==> src/design/fcl_pkg.sv <==
// Purpose: Shared constants and types for the flash command launch control block.
// Assumes: 32-bit APB data, each register in one aligned word.
// Notes:   Command codes, register offsets and field positions live here only.
package fcl_pkg;

  // ****************************************************************
  // Register map (byte offsets)
  // ****************************************************************
  localparam logic [7:0] OFS_TIME_BASE_DIVIDER  = 8'h00;
  localparam logic [7:0] OFS_CONTROLLER_STATUS  = 8'h04;
  localparam logic [7:0] OFS_PARAMETER_INDEX    = 8'h08;
  localparam logic [7:0] OFS_PARAMETER_ARRAY    = 8'h0c;
  localparam logic [7:0] OFS_PROGRAM_PROTECT    = 8'h10;
  localparam logic [7:0] OFS_DATA_PROTECT       = 8'h14;
  localparam logic [7:0] OFS_FACTORY_RESERVED7  = 8'h18;
  localparam logic [7:0] OFS_VERSION_ID         = 8'h1c;

  // ****************************************************************
  // Field positions and reset values
  // ****************************************************************
  localparam int          DIVIDER_LOADED_BIT = 7;
  localparam int          DIVIDER_WIDTH      = 7;
  localparam int          STATUS_COMMAND_COMPLETE_FLAG_BIT    = 7;
  localparam int          STATUS_ACCESS_ERROR_FLAG_BIT  = 5;
  localparam int          STATUS_PVIOL_BIT   = 4;
  localparam int          PROT_LOW_DIS_BIT   = 5;
  localparam int          PROT_HIGH_DIS_BIT  = 6;
  localparam int          PROT_OPEN_BIT      = 7;
  localparam int          DATA_OPEN_BIT      = 7;
  localparam int          INDEX_WIDTH        = 3;
  localparam int          NUM_WORDS          = 6;
  localparam logic [7:0]  PROTECT_RESET      = 8'hff;
  localparam logic [15:0] WORD_ZERO          = 16'h0000;
  localparam int          CODE_WORD          = 0;
  localparam int          CODE_MSB           = 15;
  localparam int          CODE_LSB           = 8;

  // ****************************************************************
  // Command codes
  // ****************************************************************
  localparam logic [7:0] CMD_ERASE_VERIFY_ALL   = 8'h01;
  localparam logic [7:0] CMD_ERASE_VERIFY_BLOCK = 8'h02;
  localparam logic [7:0] CMD_ERASE_VERIFY_PSECT = 8'h03;
  localparam logic [7:0] CMD_READ_ONCE          = 8'h04;
  localparam logic [7:0] CMD_PROGRAM_PHRASE     = 8'h06;
  localparam logic [7:0] CMD_PROGRAM_ONCE       = 8'h07;
  localparam logic [7:0] CMD_ERASE_ALL          = 8'h08;
  localparam logic [7:0] CMD_ERASE_BLOCK        = 8'h09;
  localparam logic [7:0] CMD_ERASE_PSECTOR      = 8'h0a;
  localparam logic [7:0] CMD_UNSECURE           = 8'h0b;
  localparam logic [7:0] CMD_VERIFY_KEY         = 8'h0c;
  localparam logic [7:0] CMD_USER_MARGIN        = 8'h0d;
  localparam logic [7:0] CMD_FIELD_MARGIN       = 8'h0e;
  localparam logic [7:0] CMD_ERASE_VERIFY_DSECT = 8'h10;
  localparam logic [7:0] CMD_PROGRAM_DATA       = 8'h11;
  localparam logic [7:0] CMD_ERASE_DSECTOR      = 8'h12;

  // ****************************************************************
  // Types
  // ****************************************************************
  typedef logic [15:0] fcl_word_t;

  // Parameter array handed to the memory controller; word 0 high byte is the code.
  typedef struct packed {
    fcl_word_t [NUM_WORDS-1:0] words;
  } fcl_params_t;

  // Version identification word: upper bits reserved, low nibble is the version.
  typedef struct packed {
    logic [11:0] reserved;
    logic [3:0]  version_number_field;
  } fcl_version_t;

  typedef enum logic [0:0] {
    FCL_IDLE = 1'b0,
    FCL_BUSY = 1'b1
  } fcl_state_t;

endpackage

==> src/design/fcl_top.sv <==
// Purpose: APB register front end that loads, checks and launches flash commands.
// Assumes: Memory controller back end reports completion with a one-cycle done pulse.
// Notes:   Mode and security pins are asynchronous and pass a three-stage filter.
// Notes on behaviour
// - Mode pin: low normal, high special mode.
// - Version word: reserved upper, low nibble version.
// - Divider write sets divider loaded bit, except in normal mode while busy.
// - Unloaded divider: program/erase refused, access error.
// - Busy: no new launch, array writes ignored.
// - Index register selects parameter array word.
// - Writing one to complete flag launches.
// - Flag stays clear until done; results readable.
// - Erase-all, unsecure only in special mode.
// - Backdoor key verify only in normal mode.
// - Field margin only unsecured special mode.
// - Secured special mode allows four commands.
// - Read-once returns the one-time field.
// - Program-once writes one-time field once.
// - Program command writes one phrase.
// - Erase-all needs all protection open bits.
// - Block erase needs program protection open.
// - Section verify and sector erase forwarded.
// - Command code in high byte word zero.
// - Invalid command sets access error, not run.
`timescale 1ns/10ps

module fcl_top #(
  parameter logic [3:0] VERSION_NUMBER = 4'h3  // Arbitrary value.
) (
  input  wire logic                 clk,
  input  wire logic                 arst_n,
  input  wire logic                 psel,
  input  wire logic                 penable,
  input  wire logic                 pwrite,
  input  wire logic [7:0]           paddr,
  input  wire logic [31:0]          pwdata,
  input  wire logic [3:0]           pstrb,
  output logic      [31:0]          prdata,
  output logic                      pready,
  output logic                      pslverr,
  input  wire logic                 special_mode_input,
  input  wire logic                 secured_input,
  output logic                      launch_pulse,
  output fcl_pkg::fcl_params_t      launch_params,
  output logic      [6:0]           divider_value_field,
  input  wire logic                 mc_done,
  input  wire logic                 mc_protection_violation,
  input  wire fcl_pkg::fcl_params_t mc_results
);
  import fcl_pkg::*;

  // ****************************************************************
  // Reset release and pin filtering
  // ****************************************************************
  logic       rst_s1_q;
  logic       rst_s2_q;
  logic       rst_n;
  logic [1:0] pin_raw;
  logic [1:0] pin_s1_q;
  logic [1:0] pin_s2_q;
  logic [1:0] pin_s3_q;
  logic [1:0] pin_val_q;
  logic [1:0] pin_val_d;
  logic       special_mode;
  logic       secured;

  always_ff @(posedge clk or negedge arst_n) begin
    if (!arst_n) begin
      rst_s1_q <= 1'b0;
      rst_s2_q <= 1'b0;
    end else begin
      rst_s1_q <= 1'b1;
      rst_s2_q <= rst_s1_q;
    end
  end
  assign rst_n   = rst_s2_q;
  assign pin_raw = {secured_input, special_mode_input};

  // A glitch on a mode pin must not flip the legal command set for a cycle.
  genvar gi;
  generate
    for (gi = 0; gi < 2; gi++) begin : g_pin
      always_comb begin
        pin_val_d[gi] = pin_val_q[gi];
        if (pin_s2_q[gi] == pin_s3_q[gi]) begin
          pin_val_d[gi] = pin_s3_q[gi];
        end
      end
      always_ff @(posedge clk or negedge rst_n) begin
        if (!rst_n) begin
          pin_s1_q[gi]  <= 1'b0;
          pin_s2_q[gi]  <= 1'b0;
          pin_s3_q[gi]  <= 1'b0;
          pin_val_q[gi] <= 1'b0;
        end else begin
          pin_s1_q[gi]  <= pin_raw[gi];
          pin_s2_q[gi]  <= pin_s1_q[gi];
          pin_s3_q[gi]  <= pin_s2_q[gi];
          pin_val_q[gi] <= pin_val_d[gi];
        end
      end
    end
  endgenerate
  assign special_mode = pin_val_q[0];
  assign secured      = pin_val_q[1];

  // ****************************************************************
  // Command legality
  // ****************************************************************
  function automatic logic cmd_legal(input logic [7:0] code, input logic spc, input logic sec);
    logic ok;
    ok = 1'b0;
    unique case (code)
      CMD_ERASE_VERIFY_ALL, CMD_ERASE_VERIFY_BLOCK: ok = 1'b1;
      CMD_ERASE_ALL, CMD_UNSECURE:                  ok = spc;
      CMD_VERIFY_KEY:                               ok = !spc;
      CMD_FIELD_MARGIN:                             ok = spc && !sec;
      CMD_ERASE_VERIFY_PSECT, CMD_READ_ONCE, CMD_PROGRAM_PHRASE, CMD_PROGRAM_ONCE,
      CMD_ERASE_BLOCK, CMD_ERASE_PSECTOR, CMD_USER_MARGIN, CMD_ERASE_VERIFY_DSECT,
      CMD_PROGRAM_DATA, CMD_ERASE_DSECTOR:          ok = !(spc && sec);
      default:                                      ok = 1'b0;
    endcase
    return ok;
  endfunction

  function automatic logic cmd_alters(input logic [7:0] code);
    logic alt;
    alt = 1'b0;
    unique case (code)
      CMD_PROGRAM_PHRASE, CMD_PROGRAM_ONCE, CMD_ERASE_ALL, CMD_ERASE_BLOCK,
      CMD_ERASE_PSECTOR, CMD_UNSECURE, CMD_PROGRAM_DATA, CMD_ERASE_DSECTOR: alt = 1'b1;
      default: alt = 1'b0;
    endcase
    return alt;
  endfunction

  // ****************************************************************
  // Register state
  // ****************************************************************
  fcl_state_t                 state_q,    state_d;
  logic [DIVIDER_WIDTH-1:0]   div_q,      div_d;
  logic                       div_ld_q,   div_ld_d;
  logic                       access_error_flag_q,   access_error_flag_d;
  logic                       pviol_q,    pviol_d;
  logic [INDEX_WIDTH-1:0]     index_q,    index_d;
  logic [7:0]                 pprot_q,    pprot_d;
  logic [7:0]                 dprot_q,    dprot_d;
  fcl_word_t [NUM_WORDS-1:0]  arr_q,      arr_d;
  logic                       launch_q,   launch_d;
  fcl_params_t                lparams_q,  lparams_d;
  logic [31:0]                rdata_q,    rdata_d;

  logic        wr_en;
  logic        rd_en;
  logic        mapped;
  logic        command_complete_flag;
  logic [7:0]  code;
  logic        legal;
  logic        prot_ok;
  fcl_word_t   cur_word;
  fcl_version_t version_word;
  logic [31:0] status_word;
  logic [31:0] divider_word;

  assign wr_en    = psel && penable && pwrite;
  assign rd_en    = psel && !penable && !pwrite;
  assign command_complete_flag     = (state_q == FCL_IDLE);
  assign code     = arr_q[CODE_WORD][CODE_MSB:CODE_LSB];
  assign legal    = cmd_legal(code, special_mode, secured);
  assign cur_word = (index_q < INDEX_WIDTH'(NUM_WORDS)) ? arr_q[index_q] : WORD_ZERO;
  assign version_word = '{reserved: '0, version_number_field: VERSION_NUMBER};

  // Read words are assembled from the field positions so the map lives in one place.
  always_comb begin
    status_word                      = 32'h00000000;
    status_word[STATUS_COMMAND_COMPLETE_FLAG_BIT]     = command_complete_flag;
    status_word[STATUS_ACCESS_ERROR_FLAG_BIT]   = access_error_flag_q;
    status_word[STATUS_PVIOL_BIT]    = pviol_q;
    divider_word                     = 32'h00000000;
    divider_word[DIVIDER_WIDTH-1:0]  = div_q;
    divider_word[DIVIDER_LOADED_BIT] = div_ld_q;
  end

  always_comb begin
    mapped = 1'b1;
    unique case (paddr)
      OFS_TIME_BASE_DIVIDER, OFS_CONTROLLER_STATUS, OFS_PARAMETER_INDEX, OFS_PARAMETER_ARRAY,
      OFS_PROGRAM_PROTECT, OFS_DATA_PROTECT, OFS_FACTORY_RESERVED7, OFS_VERSION_ID: mapped = 1'b1;
      default: mapped = 1'b0;
    endcase
  end

  always_comb begin
    prot_ok = 1'b1;
    if (code == CMD_ERASE_ALL) begin
      prot_ok = pprot_q[PROT_LOW_DIS_BIT] && pprot_q[PROT_HIGH_DIS_BIT] &&
                pprot_q[PROT_OPEN_BIT] && dprot_q[DATA_OPEN_BIT];
    end else if (code == CMD_ERASE_BLOCK) begin
      prot_ok = pprot_q[PROT_LOW_DIS_BIT] && pprot_q[PROT_HIGH_DIS_BIT] &&
                pprot_q[PROT_OPEN_BIT];
    end
  end

  always_comb begin
    state_d   = state_q;
    div_d     = div_q;
    div_ld_d  = div_ld_q;
    access_error_flag_d  = access_error_flag_q;
    pviol_d   = pviol_q;
    index_d   = index_q;
    pprot_d   = pprot_q;
    dprot_d   = dprot_q;
    arr_d     = arr_q;
    launch_d  = 1'b0;
    lparams_d = lparams_q;
    rdata_d   = rdata_q;

    if (wr_en && pstrb[0]) begin
      unique case (paddr)
        OFS_TIME_BASE_DIVIDER: begin
          // Normal mode locks the divider while a command runs so the time base holds.
          if (special_mode || command_complete_flag) begin
            div_d    = pwdata[DIVIDER_WIDTH-1:0];
            div_ld_d = 1'b1;
          end
        end
        OFS_CONTROLLER_STATUS: begin
          if (pwdata[STATUS_ACCESS_ERROR_FLAG_BIT]) begin
            access_error_flag_d = 1'b0;
          end
          if (pwdata[STATUS_PVIOL_BIT]) begin
            pviol_d = 1'b0;
          end
          // Flags are tested before this write's clears, so clear and launch together fail.
          if (pwdata[STATUS_COMMAND_COMPLETE_FLAG_BIT] && command_complete_flag && !access_error_flag_q && !pviol_q) begin
            if (!legal) begin
              access_error_flag_d = 1'b1;
            end else if (cmd_alters(code) && !div_ld_q) begin
              access_error_flag_d = 1'b1;
            end else if (!prot_ok) begin
              pviol_d = 1'b1;
            end else begin
              // Read-once, program-once, phrase program, verify and erase run in the back end.
              state_d   = FCL_BUSY;
              launch_d  = 1'b1;
              lparams_d = fcl_params_t'(arr_q);
            end
          end
        end
        OFS_PARAMETER_INDEX: begin
          index_d = pwdata[INDEX_WIDTH-1:0];
        end
        OFS_PROGRAM_PROTECT: begin
          // Normal mode may only tighten protection; special mode may also open it.
          pprot_d = special_mode ? pwdata[7:0] : (pprot_q & pwdata[7:0]);
        end
        OFS_DATA_PROTECT: begin
          dprot_d = special_mode ? pwdata[7:0] : (dprot_q & pwdata[7:0]);
        end
        default: begin
        end
      endcase
    end

    // Array byte lanes: lane 0 low byte, lane 1 high byte; locked while busy.
    if (wr_en && (paddr == OFS_PARAMETER_ARRAY) && command_complete_flag &&
        (index_q < INDEX_WIDTH'(NUM_WORDS))) begin
      if (pstrb[0]) begin
        arr_d[index_q][7:0] = pwdata[7:0];
      end
      if (pstrb[1]) begin
        arr_d[index_q][15:8] = pwdata[15:8];
      end
    end

    // Completion and back-end errors set flags after any software clear.
    if (state_q == FCL_BUSY && mc_done) begin
      state_d = FCL_IDLE;
      arr_d   = mc_results.words;
    end
    if (state_q == FCL_BUSY && mc_protection_violation) begin
      pviol_d = 1'b1;
    end

    if (rd_en) begin
      unique case (paddr)
        OFS_TIME_BASE_DIVIDER: rdata_d = divider_word;
        OFS_CONTROLLER_STATUS: rdata_d = status_word;
        OFS_PARAMETER_INDEX:   rdata_d = {29'h00000000, index_q};
        OFS_PARAMETER_ARRAY:   rdata_d = {16'h0000, cur_word};
        OFS_PROGRAM_PROTECT:   rdata_d = {24'h000000, pprot_q};
        OFS_DATA_PROTECT:      rdata_d = {24'h000000, dprot_q};
        OFS_VERSION_ID:        rdata_d = {16'h0000, version_word};
        default:               rdata_d = 32'h00000000;
      endcase
    end
  end

  always_ff @(posedge clk or negedge rst_n) begin
    if (!rst_n) begin
      state_q   <= FCL_IDLE;
      div_q     <= '0;
      div_ld_q  <= 1'b0;
      access_error_flag_q  <= 1'b0;
      pviol_q   <= 1'b0;
      index_q   <= '0;
      pprot_q   <= PROTECT_RESET;
      dprot_q   <= PROTECT_RESET;
      arr_q     <= '0;
      launch_q  <= 1'b0;
      lparams_q <= '0;
      rdata_q   <= 32'h00000000;
    end else begin
      state_q   <= state_d;
      div_q     <= div_d;
      div_ld_q  <= div_ld_d;
      access_error_flag_q  <= access_error_flag_d;
      pviol_q   <= pviol_d;
      index_q   <= index_d;
      pprot_q   <= pprot_d;
      dprot_q   <= dprot_d;
      arr_q     <= arr_d;
      launch_q  <= launch_d;
      lparams_q <= lparams_d;
      rdata_q   <= rdata_d;
    end
  end

  // ****************************************************************
  // Outputs
  // ****************************************************************
  assign prdata              = rdata_q;
  assign pready              = 1'b1;
  assign pslverr             = psel && penable && !mapped;
  assign launch_pulse        = launch_q;
  assign launch_params       = lparams_q;
  assign divider_value_field = div_q;

endmodule

==> config.mk <==
export PLATFORM = sky130hd
export DESIGN_NAME = fcl_top
export DESIGN_NICKNAME = d
export VERILOG_FILES = /design/src/design/fcl_pkg.sv /design/src/design/fcl_top.sv
export SDC_FILE = /design/constraint.sdc
export NUM_CORES = 1
export LEC_CHECK = 0
export BUFFER_PORTS_ARGS = -buffer_cell sky130_fd_sc_hd__buf_2
export CAP_MARGIN = 10
export CORE_UTILIZATION = 45
export CTS_BUF_LIST = sky130_fd_sc_hd__clkbuf_4 sky130_fd_sc_hd__clkbuf_8 sky130_fd_sc_hd__clkbuf_16
export CTS_CLUSTER_DIAMETER = 30
export DETAILED_ROUTE_END_ITERATION = 7
export PLACE_DENSITY = 0.75
export RECOVER_POWER = 100
export SYNTH_ARGS = -nofsm -noshare
export SYNTH_HDL_FRONTEND = slang
export SYNTH_SLANG_ARGS = --single-unit
==> constraint.sdc <==
create_clock -name clk -period 7.35 [get_ports clk]
set_clock_uncertainty 0.05 [all_clocks]
set_input_delay 1.1025 -clock clk [delete_from_list [all_inputs] [get_ports clk]]
set_output_delay 1.1025 -clock clk [all_outputs]
set_load 0.05 [all_outputs]
==> run summary <==
Row cnt: 58
Pins Over Slew Limit: 176
Final nets: 1433
Slowest stage delay, CP: 1.84 ns
Root Driver: clkbuf_16
Worst setup SP type: input pin
#FFs+latches synth: 249
Yosys cell types: 64
Peak VDD IR: 0.000215 V
Clk Latency, worst-skew pair: 0.56 ns
R2R depth: 8
CTS clk-pin slew, worst paths: 0.05 ns
Worst Hold Class: input pin to async pin
CTS tree: yes
Post-Syn Instances: 1032
Max Cap Viol: 2
CP max stage cell: clkbuf_2
Mapped cell area: 11600 um2
Syn avg cell area: 11.3 um2
Hpwl dp: 25.3 mm
Number of enable flip-flop cells after synthesis: 0
Drt first pass iters: 5
Clock Path Buffers: 3
Period minus WS final: 5.22 ns
Post-route DRC: 0
Die Height: 163 um
Total core area: 25300 um2
I/O pin count: 287
Crit path max fanout: 96
First-pass GRT wire length: 55.7 mm
Vias post-DR: 9722
Status: finished, violations left
Worst reg2reg path endpoint: launch_params[1]
Hold-fix buffers, CTS: 0
First DRT Iteration DRCs: 778
Die outline width: 163 um
Setup crit end kind: flop
Max-slew headroom: -111%
Static leakage: 6.79 nW
CTS H-tree lvls: 2
Post-CTS setup buffer count: 0
WL final: 36.4 mm
Violated checks: capacitance limit, slew limit
F_max: 191 MHz
R2r setup slk: 3.06 ns
RSZ-0062 raised after global routing: no
Total global routing overflow: 0
CTS buffer count: 54
Pin count of the biggest net entering global routing: 170
Period utilisation layout: 71.1%
Synth Warn #: 0
Critical path required time: 7.73 ns
Gr usage total: 27.8%
Syn-to-layout area delta: 26.4%
Routability cong.: 0.911
Setup TNS: 0 ns
Most used cell, CP: clkbuf_1
Share of layout cells above drive strength 1: 25.8%
CTS Sinks: 249
PortBufs: 251
Endpoints failing hold: 0
Critical path type: input pin to flop
Register area share after synthesis: 53.8%
Starting Density: 46.0%
Synth async-reset ratio: 100%
Most area-consuming cells after synthesis: dfrtp_1 50%, mux2_2 7.6%, a2bb2oi_1 7.4%
CP Cell Sequence: clkbuf_1 -> nor4_1 -> clkbuf_1 -> and3_1 -> nand2_1 -> nor3_4 -> clkbuf_2 -> mux2_2
Post-synth top area share: 50.2%
PwrDens: 287 nW/um2
Worst slew pin tran: 3.17 ns
DR WL/cell: 22.0 um
Vias per inst: 5.87
Resize count post-CTS: 0
Vias in the first global route: 9733
Die area: 26500 um2
R2R Path Start: arr_q[8]
Synth area leader: dfrtp_1
Critical Path AT: 5.60 ns
Top_reg_cell synth: dfrtp_1
ANT cells: 0
Antenna violations before repair: 2
Power Total: 4.21 mW
Final setup violation count: 0
Crit path launch: paddr[4]
Antenna-violating nets left: 0
==> cell usage after synthesis, types with 12 or more instances <==
library cell and count:
nand3_1 22, nor2_1 140, mux2_2 78, clkbuf_1 46
o21ai_0 22, mux2i_1 12, mux2_1 37, dfstp_2 16
a21oi_1 100, nand2_1 43, buf_4 18, dfrtp_1 233
a22oi_1 21, a2bb2oi_1 98
==> placed cells by master, fill, tap and decap left out, types with 6 or more instances in the layout <==
master	n
nor2b_1	8
dfrtp_1	233
clkbuf_1	127
clkinvlp_4	9
a22oi_1	21
mux2_2	77
dfstp_2	16
a221oi_1	6
o21ai_0	22
clkinv_2	13
a2bb2oi_1	98
o22a_1	8
inv_1	9
mux2_1	38
buf_2	125
clkbuf_4	6
a22o_1	6
clkbuf_16	54
nand2_1	42
mux2i_1	12
nand4_1	6
a21oi_1	100
clkbuf_8	7
conb_1	18
mux4_2	7
nor2_1	140
nand3_1	22
==> area by class of cell <==
class                   instances  area, um2
inverters                       9       33.8
well taps                     330        413
clock buffers                  67       1490
repair buffers                258       1160
multi-input cells             708       4970
flip-flops and latches        249       6250
clock inverters                35        362
fillers                      2156      10600
==> power by group <==
part | leakage (nW) | internal, mW | switching (mW)
clock | 0.904 | 1.59 | 0.808
sequential | 3.24 | 1.44 | 0.0858
combinational | 2.65 | 0.122 | 0.158
==> cells by family after synthesis <==
group	count (synthesis)	share of synthesized area (%)
adders and majority gates	6	0.603
and+or+nand+nor	261	10.5
AOI/OAI and AO/OA	289	17.6
muxes	134	13.5
buffers and inverters	91	3.90
other	2	0.0646
DFF	249	53.8
==> worst max-delay path, delay by kind of cell <==
family | cells | cell delay (ns)
buf+inv | 3 | 2.82
mux | 1 | 0.47
simple gates | 4 | 1.10
==> flip-flops by register name (all words and copies together) (netlist names), 2 cells and up <==
register	count
arr_q	96
divider_value_field	7
dprot_q	8
index_q	3
launch_params	96
pin_s1_q	2
pin_s2_q	2
pin_s3_q	2
pprot_q	8
prdata	16
==> per-stage QoR <==
step | util [%] | hold WS, ns | worst slack (ns) | instances | cell area (um2)
2_1_floorplan | - | 0.281 | 3.23 | 1048 | 11700
3_3_place_gp | 51.6 | 0.285 | 3.24 | 1554 | 13000
3_5_place_dp | 51.6 | 0.289 | 3.24 | 1554 | 13000
4_1_cts | 58.9 | 0.250 | 3.81 | 1656 | 14900
5_1_grt | 58.1 | 0.263 | 1.87 | 1656 | 14700
6_report | 58.1 | 0.267 | 2.13 | 1656 | 14700
==> per-layer routing <==
metal,global-route usage (%),vias to the layer above,wire length [um]
met4,13.0,4,1580
li1,-,4293,-
met3,6.39,114,2950
met1,34.9,4805,14200
met5,0,-,23
met2,45.7,506,17700
==> how the worst max path moves through the flow <==
stage | endpoint | slack [ns]
floorplan | access_error_flag_q | 3.23
global placement | arr_q[28] | 3.24
detailed placement | arr_q[22] | 3.24
CTS | arr_q[68] | 3.81
global route | launch_params[3] | 1.87
finish | launch_params[1] | 2.13
Note: power is estimated with default switching activity, not from simulation.
